File: src/common/pwg_defs.vh
`ifndef PWG_DEFS_VH
`define PWG_DEFS_VH
// register byte offsets, one block of eight words per generator
`define PWG_GEN_STRIDE   8'h20
`define PWG_OFF_CTL      8'h00
`define PWG_OFF_LOAD     8'h04
`define PWG_OFF_CMPA     8'h08
`define PWG_OFF_CMPB     8'h0C
`define PWG_OFF_ACTA     8'h10
`define PWG_OFF_ACTB     8'h14
`define PWG_OFF_STAT     8'h18
`define PWG_OFF_UPD      8'h40
// control register fields
`define PWG_CTL_EN       0
`define PWG_CTL_UPDOWN   1
`define PWG_CTL_SYNCLD   2
`define PWG_CTL_SYNCCMP  3
// action field positions, two bits each
`define PWG_ACT_ZERO     1:0
`define PWG_ACT_LOAD     3:2
`define PWG_ACT_AUP      5:4
`define PWG_ACT_ADN      7:6
`define PWG_ACT_BUP      9:8
`define PWG_ACT_BDN      11:10
// action codes
`define PWG_A_NONE       2'h0
`define PWG_A_TOGGLE     2'h1
`define PWG_A_LOW        2'h2
`define PWG_A_HIGH       2'h3
`define PWG_CNT_RESET    16'h0000
`define PWG_RESP_OKAY    2'h0
`define PWG_RESP_SLVERR  2'h2
`endif

File: src/core/pwg_top.v
`include "pwg_defs.vh"
`timescale 1ns/100ps
`default_nettype none
module pwg_top (
  input  wire        CLK_SYS,         // system clock 100 MHz
  input  wire        RST_N,           // async reset, active low
  input  wire [7:0]  S_AXI_AWADDR,    // write address
  input  wire        S_AXI_AWVALID,   // write address valid
  output reg         S_AXI_AWREADY,   // write address ready
  input  wire [31:0] S_AXI_WDATA,     // write data
  input  wire [3:0]  S_AXI_WSTRB,     // write strobes
  input  wire        S_AXI_WVALID,    // write data valid
  output reg         S_AXI_WREADY,    // write data ready
  output reg  [1:0]  S_AXI_BRESP,     // write response
  output reg         S_AXI_BVALID,    // write response valid
  input  wire        S_AXI_BREADY,    // write response ready
  input  wire [7:0]  S_AXI_ARADDR,    // read address
  input  wire        S_AXI_ARVALID,   // read address valid
  output reg         S_AXI_ARREADY,   // read address ready
  output reg  [31:0] S_AXI_RDATA,     // read data
  output reg  [1:0]  S_AXI_RRESP,     // read response
  output reg         S_AXI_RVALID,    // read valid
  input  wire        S_AXI_RREADY,    // read ready
  output wire [1:0]  PIN_OUT_GEN_A,   // gen_output_a per generator
  output wire [1:0]  PIN_OUT_GEN_B,   // gen_output_b per generator
  output wire [1:0]  EVT_ZERO,        // zero event pulses
  output wire [1:0]  EVT_LOAD,        // load event pulses
  output wire [1:0]  EVT_CMPA,        // comparator A match pulses
  output wire [1:0]  EVT_CMPB,        // comparator B match pulses
  output wire [1:0]  CNT_DIR          // direction, high ascending
);

  // write channel capture: address and data may arrive in either order
  reg        aw_have_r;
  reg  [7:0] aw_addr_r;
  reg        w_have_r;
  reg [31:0] w_data_r;
  reg  [3:0] w_strb_r;
  wire       wr_go = aw_have_r & w_have_r & ~S_AXI_BVALID;
  wire [7:0] wr_off = aw_addr_r & 8'h1F;
  wire       wr_gsel = aw_addr_r[5];
  wire       wr_in_gen = (aw_addr_r[7:6] == 2'h0);
  wire       wr_upd = (aw_addr_r == `PWG_OFF_UPD);
  wire       wr_ok = (wr_in_gen & (wr_off <= `PWG_OFF_ACTB)
                      & (wr_off[1:0] == 2'h0)) | wr_upd;
  // global synchronized-update request, a self-clearing write
  wire       sync_req = wr_go & wr_upd & w_strb_r[0] & w_data_r[0];

  wire [31:0] wmask = {{8{w_strb_r[3]}}, {8{w_strb_r[2]}},
                       {8{w_strb_r[1]}}, {8{w_strb_r[0]}}};

  always @(posedge CLK_SYS or negedge RST_N)
  begin
    if (!RST_N)
    begin
      aw_have_r     <= 1'b0;
      aw_addr_r     <= 8'h00;
      w_have_r      <= 1'b0;
      w_data_r      <= 32'h00000000;
      w_strb_r      <= 4'h0;
      S_AXI_AWREADY <= 1'b0;
      S_AXI_WREADY  <= 1'b0;
      S_AXI_BVALID  <= 1'b0;
      S_AXI_BRESP   <= `PWG_RESP_OKAY;
    end
    else
    begin
      S_AXI_AWREADY <= ~aw_have_r & ~S_AXI_AWREADY & ~S_AXI_BVALID;
      S_AXI_WREADY  <= ~w_have_r & ~S_AXI_WREADY & ~S_AXI_BVALID;
      if (S_AXI_AWVALID & S_AXI_AWREADY)
      begin
        aw_have_r <= 1'b1;
        aw_addr_r <= S_AXI_AWADDR;
        S_AXI_AWREADY <= 1'b0;
      end
      if (S_AXI_WVALID & S_AXI_WREADY)
      begin
        w_have_r <= 1'b1;
        w_data_r <= S_AXI_WDATA;
        w_strb_r <= S_AXI_WSTRB;
        S_AXI_WREADY <= 1'b0;
      end
      if (wr_go)
      begin
        aw_have_r    <= 1'b0;
        w_have_r     <= 1'b0;
        S_AXI_BVALID <= 1'b1;
        S_AXI_BRESP  <= wr_ok ? `PWG_RESP_OKAY : `PWG_RESP_SLVERR;
      end
      else if (S_AXI_BVALID & S_AXI_BREADY)
        S_AXI_BVALID <= 1'b0;
    end
  end

  // per-generator signals gathered for the read mux
  wire [31:0] rd_ctl  [0:1];
  wire [31:0] rd_load [0:1];
  wire [31:0] rd_cmpa [0:1];
  wire [31:0] rd_cmpb [0:1];
  wire [31:0] rd_acta [0:1];
  wire [31:0] rd_actb [0:1];
  wire [31:0] rd_stat [0:1];

  genvar g;
  generate
    for (g = 0; g < 2; g = g + 1)
    begin : gen_blk
      reg  [3:0]  ctl_r;
      reg  [15:0] load_sh_r, cmpa_sh_r, cmpb_sh_r; // software copies
      reg  [15:0] load_r, cmpa_r, cmpb_r;          // active values
      reg         ld_pend_r, cmp_pend_r, ld_arm_r, cmp_arm_r;
      reg  [11:0] acta_r, actb_r;
      reg  [15:0] cnt_r;
      reg         dir_r, out_a_r, out_b_r;
      reg         zero_r, load_ev_r, ma_r, mb_r;
      reg  [1:0]  act_a_nxt, act_b_nxt;
      reg         a_nxt, b_nxt;
      reg  [15:0] cnt_nxt;
      reg         dir_nxt;
      wire        we = wr_go & wr_in_gen & (wr_gsel == g);
      wire        en = ctl_r[`PWG_CTL_EN];
      wire        ud = ctl_r[`PWG_CTL_UPDOWN];
      wire [31:0] wd = w_data_r & wmask;
      wire        at_zero = (cnt_r == 16'h0000);
      wire        at_load = (cnt_r == load_r);
      wire        ev_z = en & at_zero;
      wire        ev_l = en & at_load;
      wire        ev_a = en & (cnt_r == cmpa_r) & (cmpa_r <= load_r);
      wire        ev_b = en & (cnt_r == cmpb_r) & (cmpb_r <= load_r);
      // new period length must be the one reloaded at this very zero
      wire        ld_apply = ld_pend_r & ld_arm_r & (at_zero | ~en);
      wire [15:0] ld_eff = ld_apply ? load_sh_r : load_r;

      // counter and direction
      always @*
      begin
        cnt_nxt = cnt_r;
        dir_nxt = dir_r;
        if (!en)
        begin
          cnt_nxt = `PWG_CNT_RESET;
          dir_nxt = 1'b0;
        end
        else if (!ud)
        begin
          dir_nxt = 1'b0;
          cnt_nxt = at_zero ? ld_eff : cnt_r - 16'h0001;
        end
        else if (dir_r)
        begin
          if (cnt_r >= load_r)
          begin
            dir_nxt = 1'b0;
            cnt_nxt = (load_r == 16'h0000) ? 16'h0000 : cnt_r - 16'h0001;
          end
          else
            cnt_nxt = cnt_r + 16'h0001;
        end
        else
        begin
          if (at_zero)
          begin
            dir_nxt = 1'b1;
            cnt_nxt = (ld_eff == 16'h0000) ? 16'h0000 : 16'h0001;
          end
          else
            cnt_nxt = cnt_r - 16'h0001;
        end
      end

      // event to action selection; zero or load masks matches
      always @*
      begin
        act_a_nxt = `PWG_A_NONE;
        act_b_nxt = `PWG_A_NONE;
        if (ev_z)
        begin
          act_a_nxt = acta_r[`PWG_ACT_ZERO];
          act_b_nxt = actb_r[`PWG_ACT_ZERO];
        end
        else if (ev_l)
        begin
          act_a_nxt = acta_r[`PWG_ACT_LOAD];
          act_b_nxt = actb_r[`PWG_ACT_LOAD];
        end
        else
        begin
          // down mode: direction is low, only down matches reach here
          if (ev_a)
            act_a_nxt = dir_r ? acta_r[`PWG_ACT_AUP] : acta_r[`PWG_ACT_ADN];
          if (ev_b)
            act_b_nxt = dir_r ? actb_r[`PWG_ACT_BUP] : actb_r[`PWG_ACT_BDN];
        end
        case (act_a_nxt)
          `PWG_A_TOGGLE: a_nxt = ~out_a_r;
          `PWG_A_LOW:    a_nxt = 1'b0;
          `PWG_A_HIGH:   a_nxt = 1'b1;
          default:       a_nxt = out_a_r;
        endcase
        case (act_b_nxt)
          `PWG_A_TOGGLE: b_nxt = ~out_b_r;
          `PWG_A_LOW:    b_nxt = 1'b0;
          `PWG_A_HIGH:   b_nxt = 1'b1;
          default:       b_nxt = out_b_r;
        endcase
        if (!en)
        begin
          a_nxt = 1'b0;
          b_nxt = 1'b0;
        end
      end

      always @(posedge CLK_SYS or negedge RST_N)
      begin
        if (!RST_N)
        begin
          ctl_r <= 4'h0;
          load_sh_r <= 16'h0000;
          cmpa_sh_r <= 16'h0000;
          cmpb_sh_r <= 16'h0000;
          load_r <= 16'h0000;
          cmpa_r <= 16'h0000;
          cmpb_r <= 16'h0000;
          ld_pend_r <= 1'b0;
          cmp_pend_r <= 1'b0;
          ld_arm_r <= 1'b0;
          cmp_arm_r <= 1'b0;
          acta_r <= 12'h000;
          actb_r <= 12'h000;
          cnt_r <= `PWG_CNT_RESET;
          dir_r <= 1'b0;
          out_a_r <= 1'b0;
          out_b_r <= 1'b0;
          zero_r <= 1'b0;
          load_ev_r <= 1'b0;
          ma_r <= 1'b0;
          mb_r <= 1'b0;
        end
        else
        begin
          cnt_r <= cnt_nxt;
          dir_r <= dir_nxt;
          out_a_r <= a_nxt;
          out_b_r <= b_nxt;
          zero_r <= ev_z;
          load_ev_r <= ev_l;
          ma_r <= ev_a;
          mb_r <= ev_b;
          // apply pending values at zero; arm blocks a zero-cycle write
          if (ld_apply)
          begin
            load_r <= load_sh_r;
            ld_pend_r <= 1'b0;
            ld_arm_r <= 1'b0;
          end
          if (cmp_pend_r & cmp_arm_r & (at_zero | ~en))
          begin
            cmpa_r <= cmpa_sh_r;
            cmpb_r <= cmpb_sh_r;
            cmp_pend_r <= 1'b0;
            cmp_arm_r <= 1'b0;
          end
          if (ld_pend_r & (~ctl_r[`PWG_CTL_SYNCLD] | sync_req))
            ld_arm_r <= 1'b1;
          if (cmp_pend_r & (~ctl_r[`PWG_CTL_SYNCCMP] | sync_req))
            cmp_arm_r <= 1'b1;
          if (we & (wr_off == `PWG_OFF_CTL))
            ctl_r <= (ctl_r & ~wmask[3:0]) | wd[3:0];
          if (we & (wr_off == `PWG_OFF_LOAD))
          begin
            load_sh_r <= (load_sh_r & ~wmask[15:0]) | wd[15:0];
            ld_pend_r <= 1'b1;
            ld_arm_r <= 1'b0;
          end
          if (we & ((wr_off == `PWG_OFF_CMPA) | (wr_off == `PWG_OFF_CMPB)))
          begin
            if (wr_off == `PWG_OFF_CMPA)
              cmpa_sh_r <= (cmpa_sh_r & ~wmask[15:0]) | wd[15:0];
            else
              cmpb_sh_r <= (cmpb_sh_r & ~wmask[15:0]) | wd[15:0];
            cmp_pend_r <= 1'b1;
            cmp_arm_r <= 1'b0;
          end
          if (we & (wr_off == `PWG_OFF_ACTA))
            acta_r <= (acta_r & ~wmask[11:0]) | wd[11:0];
          if (we & (wr_off == `PWG_OFF_ACTB))
            actb_r <= (actb_r & ~wmask[11:0]) | wd[11:0];
        end
      end

      assign rd_ctl[g]  = {28'h0000000, ctl_r};
      assign rd_load[g] = {16'h0000, load_sh_r};
      assign rd_cmpa[g] = {16'h0000, cmpa_sh_r};
      assign rd_cmpb[g] = {16'h0000, cmpb_sh_r};
      assign rd_acta[g] = {20'h00000, acta_r};
      assign rd_actb[g] = {20'h00000, actb_r};
      assign rd_stat[g] = {12'h000, cmp_pend_r, ld_pend_r, out_b_r,
                           dir_r, cnt_r};
      assign PIN_OUT_GEN_A[g] = out_a_r;
      assign PIN_OUT_GEN_B[g] = out_b_r;
      assign EVT_ZERO[g] = zero_r;
      assign EVT_LOAD[g] = load_ev_r;
      assign EVT_CMPA[g] = ma_r;
      assign EVT_CMPB[g] = mb_r;
      assign CNT_DIR[g]  = dir_r;
    end
  endgenerate

  // read channel, answer one cycle after the address is taken
  reg  [31:0] rd_mux;
  wire [4:0]  r_off = S_AXI_ARADDR[4:0];
  wire        r_g = S_AXI_ARADDR[5];
  reg         r_ok;
  always @*
  begin
    rd_mux = 32'h00000000;
    r_ok = (S_AXI_ARADDR[7:6] == 2'h0);
    case (r_off)
      5'h00:   rd_mux = rd_ctl[r_g];
      5'h04:   rd_mux = rd_load[r_g];
      5'h08:   rd_mux = rd_cmpa[r_g];
      5'h0C:   rd_mux = rd_cmpb[r_g];
      5'h10:   rd_mux = rd_acta[r_g];
      5'h14:   rd_mux = rd_actb[r_g];
      5'h18:   rd_mux = rd_stat[r_g];
      default: r_ok = 1'b0;
    endcase
    if (S_AXI_ARADDR == `PWG_OFF_UPD)
    begin
      rd_mux = 32'h00000000;
      r_ok = 1'b1;
    end
    if (!r_ok)
      rd_mux = 32'h00000000;
  end

  always @(posedge CLK_SYS or negedge RST_N)
  begin
    if (!RST_N)
    begin
      S_AXI_ARREADY <= 1'b0;
      S_AXI_RVALID  <= 1'b0;
      S_AXI_RDATA   <= 32'h00000000;
      S_AXI_RRESP   <= `PWG_RESP_OKAY;
    end
    else
    begin
      S_AXI_ARREADY <= ~S_AXI_ARREADY & ~S_AXI_RVALID & S_AXI_ARVALID;
      if (S_AXI_ARVALID & S_AXI_ARREADY)
      begin
        S_AXI_RVALID <= 1'b1;
        S_AXI_RDATA  <= rd_mux;
        S_AXI_RRESP  <= r_ok ? `PWG_RESP_OKAY : `PWG_RESP_SLVERR;
      end
      else if (S_AXI_RVALID & S_AXI_RREADY)
        S_AXI_RVALID <= 1'b0;
    end
  end

endmodule // pwg_top
`default_nettype wire

File: config.mk
export PLATFORM = sky130hd
export DESIGN_NAME = pwg_top
export DESIGN_NICKNAME = d
export VERILOG_FILES = /design/src/core/pwg_top.v
export VERILOG_INCLUDE_DIRS = /design/src /design/src/common
export SDC_FILE = /design/constraint.sdc
export NUM_CORES = 1
export LEC_CHECK = 0
export BUFFER_PORTS_ARGS = -buffer_cell sky130_fd_sc_hd__buf_2
export CELL_PAD_IN_SITES_DETAIL_PLACEMENT = 0
export CELL_PAD_IN_SITES_GLOBAL_PLACEMENT = 1
export CORE_AREA = 2 2 216 218
export DETAILED_ROUTE_END_ITERATION = 12
export DIE_AREA = 0 0 218 220
export PLACE_DENSITY_LB_ADDON = 0.1
export SETUP_SLACK_MARGIN = 0.02
export SLEW_MARGIN = 20
export SYNTH_ARGS = -nofsm -noshare
export SYNTH_HDL_FRONTEND = slang
export SYNTH_SLANG_ARGS = --single-unit
export TNS_END_PERCENT = 5
File: constraint.sdc
create_clock -name CLK_SYS -period 7.8 [get_ports CLK_SYS]
set_input_delay 1.95 -clock CLK_SYS [delete_from_list [all_inputs] [get_ports CLK_SYS]]
set_output_delay 1.95 -clock CLK_SYS [all_outputs]
set_load 0.1 [all_outputs]
==> metrics.txt, run 1 <==
status=complete, no violations; Via density=6.05; buffer and inverter count on the worst path=1; CTS sink cnt=357; Die X=218 um; Post-synth EDFFs=0; share of synthesized registers carrying an async set or reset=1.00; CTS Buf Count=44; Gate Count Post-Synth=around 1900; Worst setup SP type=register; Most used DFF post-synth=dfrtp_1; max-slew violation count=0; Clk Latency, worst-skew pair=0.59 ns; Worst path top cell family by delay=simple AND/OR/NAND/NOR gates; count of cell types in the netlist=82; core area=45900 um2; Syn Area/Cell=about 11 um2; Cell Area, Synth=20400 um2; gpl congestion=about 0.9; synth warn=0; Pleak=between 0.01 and 0.015 uW; flop2flop setup slack=3.82 ns; layout cells sized above 1=0.248; root buffer cell=clkbuf_16; total gr overflow=0; max incr delay on CP=around 0.58 ns; IO Count=between 100 and 150; global-route usage over all layers=0.273; Post-DP HPWL=47.7 mm; maximum fanout along the worst path=10; row count=79; Crit path required time=8.25 ns; Crit-path slowest cell=and4_1; Synth top area share=0.438; Worst-Margin Slew=about 1.1 ns; DRT antenna net count=0; hold crit path type=register to register; final worst slack=3.82 ns; number of global-route vias before repair=14800; Synth top cells by count=dfrtp_1, mux2_2, nand2_1, ha_1; die area=~48000 um2; via count=15500; Fin. Hold Viols=0; CTS tree=yes; Fin Hold WS=0.447 ns; First-pass DRT Iterations=7; n_diodes=0; Final Cycle Share=0.510; global-route wire length before repair=97.4 mm; crit end category=register; Wirelength per Cell=around 25 um; pwr dens=between 200 and 250 nW/um2; CTS Buffer Depth=3; cts repair resizes=0; htree depth=2; buffers added on ports=a little over 80; RSZ-0062 raised after global routing=no; Peak Freq=between 200 and 300 MHz; min cycle time layout=3.98 ns; First DRT Iteration DRCs=1388; largest net degree at the start of global routing=163; setup TNS=0 ns; Final Power=between 5000 and 6000 uW; Seq/Total Area, Yosys=0.438; cells along the critical path=ha_1 -> nand4_1 -> nor3_1 -> and4_1 -> a2111oi_0 -> buf_4 -> a211o_1 -> o21a_1 -> ha_1 -> nor2_1 -> nor3_1 -> a22o_1 -> o21ai_0 -> nand2_1; count leader, synth=dfrtp_1; antenna violations before repair=0; Reg clk slew, reported paths=roughly 0.060 ns; Setup Viol. Count Final=0; area grow syn2layout=11.7%; initial core utilization=0.444; Setup WS pre-CTS=3.49 ns; Die Ht=220 um; Worst EP arrival=~4.4 ns; Slew HR=0.252; DRC Markers=0; VDD IR-drop max=0.272 mV; CP Class=register to register; Setup Buffers After CTS=0; nets=2079; hold buffer count at CTS=0; flops & latches, synth=around 360; synth top area cells=dfrtp_1, mux2_2, ha_1; largest area contributor in the netlist=dfrtp_1; wirelength, routed=65.1 mm; Max-Cap Viols=0; skew final=0.0261 ns
kinds of logic after synthesis:
family / after synthesis / share of synthesized area
adder cells (fa/ha/maj): 102 / 0.0626
buffers and inverters: 190 / 0.0423
XOR/XNOR: 112 / 0.0481
AO/OA/AOI/OAI: 323 / 0.115
multiplexers: 318 / 0.173
flip-flops: 357 / 0.438
other: 1 / 0.000184
AND/OR/NAND/NOR: 479 / 0.120
routing by layer:
layer  up-vias  GRT usage  routed length (um)
met5         -          0                   0
met4         0     0.0542                 800
met3        53     0.0507                4670
met2       503      0.399               27900
met1      7926      0.420               31800
li1       6995          -                   -
stage by stage:
stage	instance area [um2]	cells	util
after global placement	21200	2479	0.463
after global routing	22800	2559	0.497
after floorplan	20400	1895	-
after detailed placement	21200	2479	0.463
after CTS	22800	2559	0.496
final	22800	2559	0.497
worst paths after layout:
check | from | endpoint | cells after the start
max | gen_blk[1].cnt_r[13] | gen_blk[1].out_b_r | 14
min | S_AXI_ARREADY | S_AXI_ARREADY | 1
max reg2reg | gen_blk[1].cnt_r[13] | gen_blk[1].out_b_r | 14
min reg2reg | S_AXI_ARREADY | S_AXI_ARREADY | 1
max in group asynchronous | RST_N | gen_blk[1].cnt_r[2] | 2
min in group asynchronous | RST_N | gen_blk[0].cnt_r[13] | 1
where the power goes:
part,internal (uW),switching (uW)
registers,2030,352
clock network,1330,828
logic,251,450
total,3610,1630
cells in the final DEF (no fill, tap or decap), types with 46 or more instances in the layout:
master and n:
dfrtp_1 357, inv_1 55, nand4_1 46, nor2_1 86, nand2_1 123, xnor2_1 67, a22oi_1 46, nand3_1 69
o21ai_0 48, mux2_2 268, a21oi_1 49, buf_2 80, ha_1 102, mux2i_1 48
cell type report:
type	count	area [um2]
Multi-Input combinational cell	1348	10700
Tap cell	607	759
Fill cell	4195	23100
Timing Repair Buffer	110	658
Inverter	57	214
Clock buffer	63	1230
Sequential cell	357	8930
Clock inverter	17	279
(Power assumes the default switching activity.)
==> run 2, diff against run 1 <==
- clock period: 7.8 -> 3.7 ns (I/O delays scaled with it)
==> metrics.txt, run 2 (same netlist as run 1, synthesis figures left out) <==
root buffer cell=clkbuf_16; number of global-route vias before repair=15500 (+4.8%); design area=23200 um2 (+2.1%); via count=15700 (+1.8%); Die X=218 um (unchanged); cells along the critical path=inv_1 -> ha_1 -> nand4_1 -> or4_1 -> a2111oi_1 -> buf_4 -> a211o_1 -> o21a_1 -> ha_1 -> nor2_1 -> nor3_1 -> a22o_1 -> o21ai_0 -> nand2_1; CP Class=register to register; Reg clk slew, reported paths=0.06 ns (about the same); Worst path top cell family by delay=simple AND/OR/NAND/NOR gates; buffers added on ports=81 (unchanged); fill count=4219 (+0.57%); Peak Freq=282 MHz (+12%); Pleak=0.0114 uW (+3.3%); Worst-Margin Slew=0.960 ns (-0.158 ns); crit end category=register; RSZ-0062 raised after global routing=yes; gpl congestion=0.877 (-2.0%); Setup Viol. Count Final=0 (unchanged); Wirelength per Cell=25.0 um (-1.7%); max-slew violation count=0 (unchanged); global-route usage over all layers=0.279 (+0.00566); Worst setup SP type=register; htree depth=2 (unchanged); DRT antenna net count=0 (unchanged); First DRT Iteration DRCs=1405 (+1.2%); CTS tree=yes; setup TNS=0 ns (unchanged); maximum fanout along the worst path=3 (-7); nets=2159 (+3.8%); n_diodes=0 (unchanged); initial core utilization=0.444 (unchanged); min cycle time layout=3.55 ns (-0.426 ns); area grow syn2layout=14.0%; Clk Latency, worst-skew pair=0.57 ns (-0.02 ns); Fin. Hold Viols=0 (unchanged); most common cell after layout, fill and taps aside=dfrtp_1; FF-to-FF path depth=14 (unchanged); Crit path depth=14 (unchanged); CP most frequent cell=ha_1; Worst EP arrival=4.01 ns (-0.42 ns); largest net degree at the start of global routing=93 (-43%); pwr dens=456 nW/um2 (+98%); Via density=5.98 (-1.1%); row count=79 (unchanged); DRC Markers=0 (unchanged); CTS Buffer Depth=3 (unchanged); CTS Buf Count=42 (-4.5%); layout cells sized above 1=0.279 (+0.0313); Post-DP HPWL=49.8 mm (+4.5%); Final Cycle Share=0.960 (+0.450); total gr overflow=0 (unchanged); Crit path required time=4.15 ns (-4.10 ns); hold crit path type=primary input to async pin; core area=45900 um2 (unchanged); DP Area=21900 um2 (+3.1%); Max-Cap Viols=0 (unchanged); global-route wire length before repair=99.2 mm (+1.8%); VDD IR-drop max=0.414 mV (+52%); most frequent cells in the layout=dfrtp_1, mux2_2, nand2_1, buf_4, ha_1; IO Count=114 (unchanged); wirelength, routed=65.8 mm (+1.1%); Fin Hold WS=0.391 ns (-0.0561 ns); status=complete, no violations; antenna violations before repair=0 (unchanged); CTS sink cnt=357 (unchanged); Die Ht=220 um (unchanged); die area=48000 um2 (unchanged); hold buffer count at CTS=0 (unchanged); Crit-path slowest cell=or4_1; Slew HR=0.357 (+0.106); max incr delay on CP=0.59 ns (about the same); skew final=0.0243 ns (-0.00184 ns); First-pass DRT Iterations=10 (+3); buffer and inverter count on the worst path=2 (+1)
[run 2: cell count changes in the layout (fill, tap and decap cells not counted), sizes merged]
cell / before / now
buf: 110 / 192
bufinv: 7 / 2
clkbuf: 63 / 55
clkinv: 7 / 15
clkinvlp: 3 / 2
inv: 57 / 56
[run 2: worst paths after layout]
| check | endpoint | slack (ns) | from |
|---|---|---|---|
| worst max register to register | gen_blk[1].out_b_r | 0.15 | gen_blk[1].load_r[15] |
| max in group asynchronous | async pin | 2.39 | RST_N |
| worst min-delay path | gen_blk[0].cnt_r[12] | 0.39 | RST_N |
| min in group CLK_SYS | S_AXI_ARREADY | 0.46 | S_AXI_ARREADY |
| worst min register to register | S_AXI_ARREADY | 0.46 | S_AXI_ARREADY |
| worst max-delay path | gen_blk[1].out_b_r | 0.15 | gen_blk[1].load_r[15] |
[run 2: through the flow]
| step | util | power (uW) | std cells | setup WS (ns) |
|---|---|---|---|---|
| after floorplan | - | 5840 | 1895 | 0.374 |
| after global placement | 0.478 | 6540 | 2561 | 0.266 |
| after detailed placement | 0.478 | 6580 | 2561 | 0.256 |
| after CTS | 0.507 | 10700 | 2634 | 0.204 |
| after global routing | 0.507 | 11000 | 2634 | 0.0163 |
| final | 0.507 | 10600 | 2634 | 0.148 |
[run 2: final cells by class]
type | count | area, um2 | area share
clock inverters | 18 | 153 | 0.00657
multi-input cells | 1348 | 10700 | 0.460
clock buffers | 55 | 1180 | 0.0508
repair buffers | 192 | 1320 | 0.0569
inverters | 57 | 214 | 0.00920
flip-flops and latches | 357 | 8930 | 0.384
well taps | 607 | 759 | 0.0327
[run 2: repair_timing]
action,4_1_cts,5_1_grt
resized for setup,0,4
setup endpoints to repair,0,2
buffers inserted,0,0
[run 2: power breakdown]
group / switching (uW) / total [uW] / internal [uW]
logic: 959 / 1520 / 559
clock network: 1700 / 4090 / 2380
registers: 728 / 5000 / 4270
total: 3390 / 10600 / 7220
[run 2: routing by layer]
layer,vias up,GRT usage,routed length [um]
li1,7131,-,-
met4,2,0.0683,1240
met3,81,0.0570,4600
met5,-,0.0198,126
met1,8008,0.416,31900
met2,526,0.410,27900
==> run 3, diff against run 2 <==
- ABC_AREA: unset -> 1
- CORE_AREA: 2 2 216 218 -> 2 2 223 225
- DIE_AREA: 0 0 218 220 -> 0 0 225 227
==> metrics.txt, run 3 <==
status=complete, no violations; buffer and inverter count on the worst path=3 (+1); Setup Buffers After CTS=0 (unchanged); FF-to-FF path depth=17 (+3); design area=24100 um2 (+3.9%); routed length on met2=34.3 mm (+23%); Pleak=0.0120 uW (+5.7%); pwr dens=605 nW/um2 (+33%); Post-DP HPWL=61.7 mm (+24%); RSZ-0062 raised after global routing=no; Reg clk slew, reported paths=0.07 ns (about the same); Worst-Margin Slew=0.868 ns (-0.0924 ns); Syn Area/Cell=7.49 um2 (-31%); count leader, synth=nand2_1; Worst path top cell family by delay=simple AND/OR/NAND/NOR gates; gpl congestion=0.947 (+7.9%); die area=51100 um2 (+6.5%); Worst setup SP type=register; Wirelength per Cell=22.4 um (-10%); share of synthesized registers carrying an async set or reset=1.00 (unchanged); CP Class=register to register; crit end category=register; hold buffer count at CTS=0 (unchanged); First-pass DRT Iterations=5 (-5); Die X=225 um (+3.2%); most frequent cells in the layout=nand2_1, dfrtp_1, o21ai_0, inv_1, nor2_1; core area=48500 um2 (+5.8%); Seq/Total Area, Yosys=0.413 (-0.0255); area grow syn2layout=11.6%; DRC Markers=0 (unchanged); VDD IR-drop max=0.587 mV (+42%); Multi-input gate area=10900 um2 (+2.4%); Via density=5.62 (-6.0%); Gate Count Post-Synth=2889 (+54%); Crit-path slowest cell=dfrtp_1; htree depth=2 (unchanged); Final Cycle Share=0.844 (-0.116); DRT met1 WL=37.9 mm (+19%); CTS tree=yes; Synth top area share=0.413 (-0.0255); maximum fanout along the worst path=8 (+5); met3 WL=6.05 mm (+32%); CTS Buffer Depth=3 (unchanged); Die Ht=227 um (+3.2%); synth top area cells=dfrtp_1, nand2_1, o21ai_0; Setup crit start=gen_blk[1].cnt_r[3]; CTS sink cnt=357 (unchanged); Worst EP arrival=3.65 ns (-0.36 ns); count of cell types in the netlist=64 (-22%); wirelength, routed=80.7 mm (+23%); post-synthesis xor/xnor area fraction=0.0255 (-0.0226); root buffer cell=clkbuf_16; initial core utilization=0.446 (+0.00138); largest area contributor in the netlist=dfrtp_1; Cell Area, Synth=21600 um2 (+6.2%); worst r2r src=gen_blk[1].cnt_r[3]; n_diodes=0 (unchanged); synth warn=0 (unchanged); Post-synth EDFFs=0 (unchanged); Fin. Hold Viols=0 (unchanged); Crit path required time=4.23 ns (+0.08 ns); nets=3104 (+44%); CTS Buf Count=42 (unchanged); Fin Hold WS=0.350 ns (-0.0415 ns); Most used DFF post-synth=dfrtp_1; IO Count=114 (unchanged); antenna violations before repair=1 (+1); Layout Cells excl Fill=3598 (+37%); min cycle time layout=3.12 ns (-0.429 ns); hold crit path type=primary input to async pin; Setup Viol. Count Final=0 (unchanged); row count=81 (+2.5%); flop2flop setup slack=0.58 ns (+0.43 ns); global-route wire length before repair=120 mm (+21%); layout cells sized above 1=0.102 (-0.177); Inst Count DP=3521 (+37%); post-synthesis compound-gate area fraction=0.142 (+0.0270); DP Area=22600 um2 (+3.3%); largest net degree at the start of global routing=102 (+9.7%); Synth top cells by count=nand2_1, dfrtp_1, o21ai_0, inv_1, nor2_1; total gr overflow=0 (unchanged); reg2reg end=gen_blk[1].out_b_r; via count=20200 (+28%); setup TNS=0 ns (unchanged); skew final=0.0219 ns (-0.00242 ns); global-route usage over all layers=0.319 (+0.0399); largest family of logic cells by synthesized area=simple AND/OR/NAND/NOR gates; CP most frequent cell=nand2_1; cells along the critical path=ha_1 -> nand2_1 -> nor2_1 -> nand3_1 -> nor2_1 -> nand2_1 -> clkinv_1 -> nor2_1 -> nand3_1 -> nand2_1 -> nand2_1 -> inv_2 -> ha_1 -> inv_1 -> a21oi_1 -> nand3_1 -> nand2_1; Post-Synth Adder-Cell Area=0.0590 (-0.00364); DRT antenna net count=0 (unchanged); number of global-route vias before repair=18800 (+21%); max incr delay on CP=0.57 ns (-0.02 ns); flops & latches, synth=357 (unchanged); Clk Latency, worst-skew pair=0.59 ns (+0.02 ns); multiplexer share of the synthesized area=0.00145 (-0.172); Slew HR=0.416 (+0.0586); max-slew violation count=0 (unchanged); fill count=4875 (+16%); FF+latch area=8930 um2 (unchanged); Post-Synth Simple-Gate Area=0.274 (+0.154); cts repair resizes=0 (unchanged); uppermost layer routed=met4; First DRT Iteration DRCs=2028 (+44%); Max-Cap Viols=0 (unchanged); Peak Freq=320 MHz (+14%); buffers added on ports=81 (unchanged); most common cell after layout, fill and taps aside=nand2_1
## run 3: changes by cell type in the layout (fill, tap and decap cells not counted), sizes merged, moves of 43 or more
cell | before | now
mux2 | 270 | 1
nand3 | 71 | 146
nor2 | 86 | 229
buf | 192 | 139
xnor2 | 67 | 12
inv | 56 | 266
a21oi | 49 | 127
o21ai | 51 | 332
mux2i | 48 | 2
nand2 | 123 | 900
a22oi | 46 | 3
## run 3: metal layers
metal / vias up / track usage
met5: - / 0
met4: 0 / 0.104
met3: 120 / 0.0510
met2: 748 / 0.474
met1: 9821 / 0.474
li1: 9531 / -
## run 3: where the power goes
group | internal [uW] | switching (uW)
clock network | 2770 | 1830
logic | 1330 | 3800
registers | 4420 | 459
## run 3: worst max-delay path by stage
stage                         end  slack (ns)  depth (start not counted)
2_1_floorplan      S_AXI_RDATA[0]        1.42                          7
4_1_cts        gen_blk[1].out_b_r        0.66                         17
3_3_place_gp   gen_blk[1].out_b_r        0.66                         17
6_report       gen_blk[1].out_b_r        0.58                         17
5_1_grt        gen_blk[1].out_a_r        0.39                         18
3_5_place_dp       S_AXI_RDATA[6]        0.60                          9
## run 3: layout make-up
cell class | count | area share
inverters | 275 | 0.0431
flip-flops and latches | 357 | 0.370
well taps | 622 | 0.0322
clock buffers | 52 | 0.0489
repair buffers | 139 | 0.0389
clock inverters | 25 | 0.0141
multi-input cells | 2128 | 0.453
## run 3: metrics by stage
step	power (uW)	setup WS [ns]	utilization
finish	14600	0.577	0.497
global route	15400	0.393	0.497
CTS	14600	0.659	0.497
detailed placement	9950	0.595	0.466
global placement	9870	0.659	0.466
floorplan	8170	1.42	-
## run 3: kinds of logic after synthesis
logic type	count (synthesis)
buf+inv	417
fa+ha+maj	102
compound gates	560
xor+xnor	63
mux	3
other cells	1
simple gates	1386
flops	357
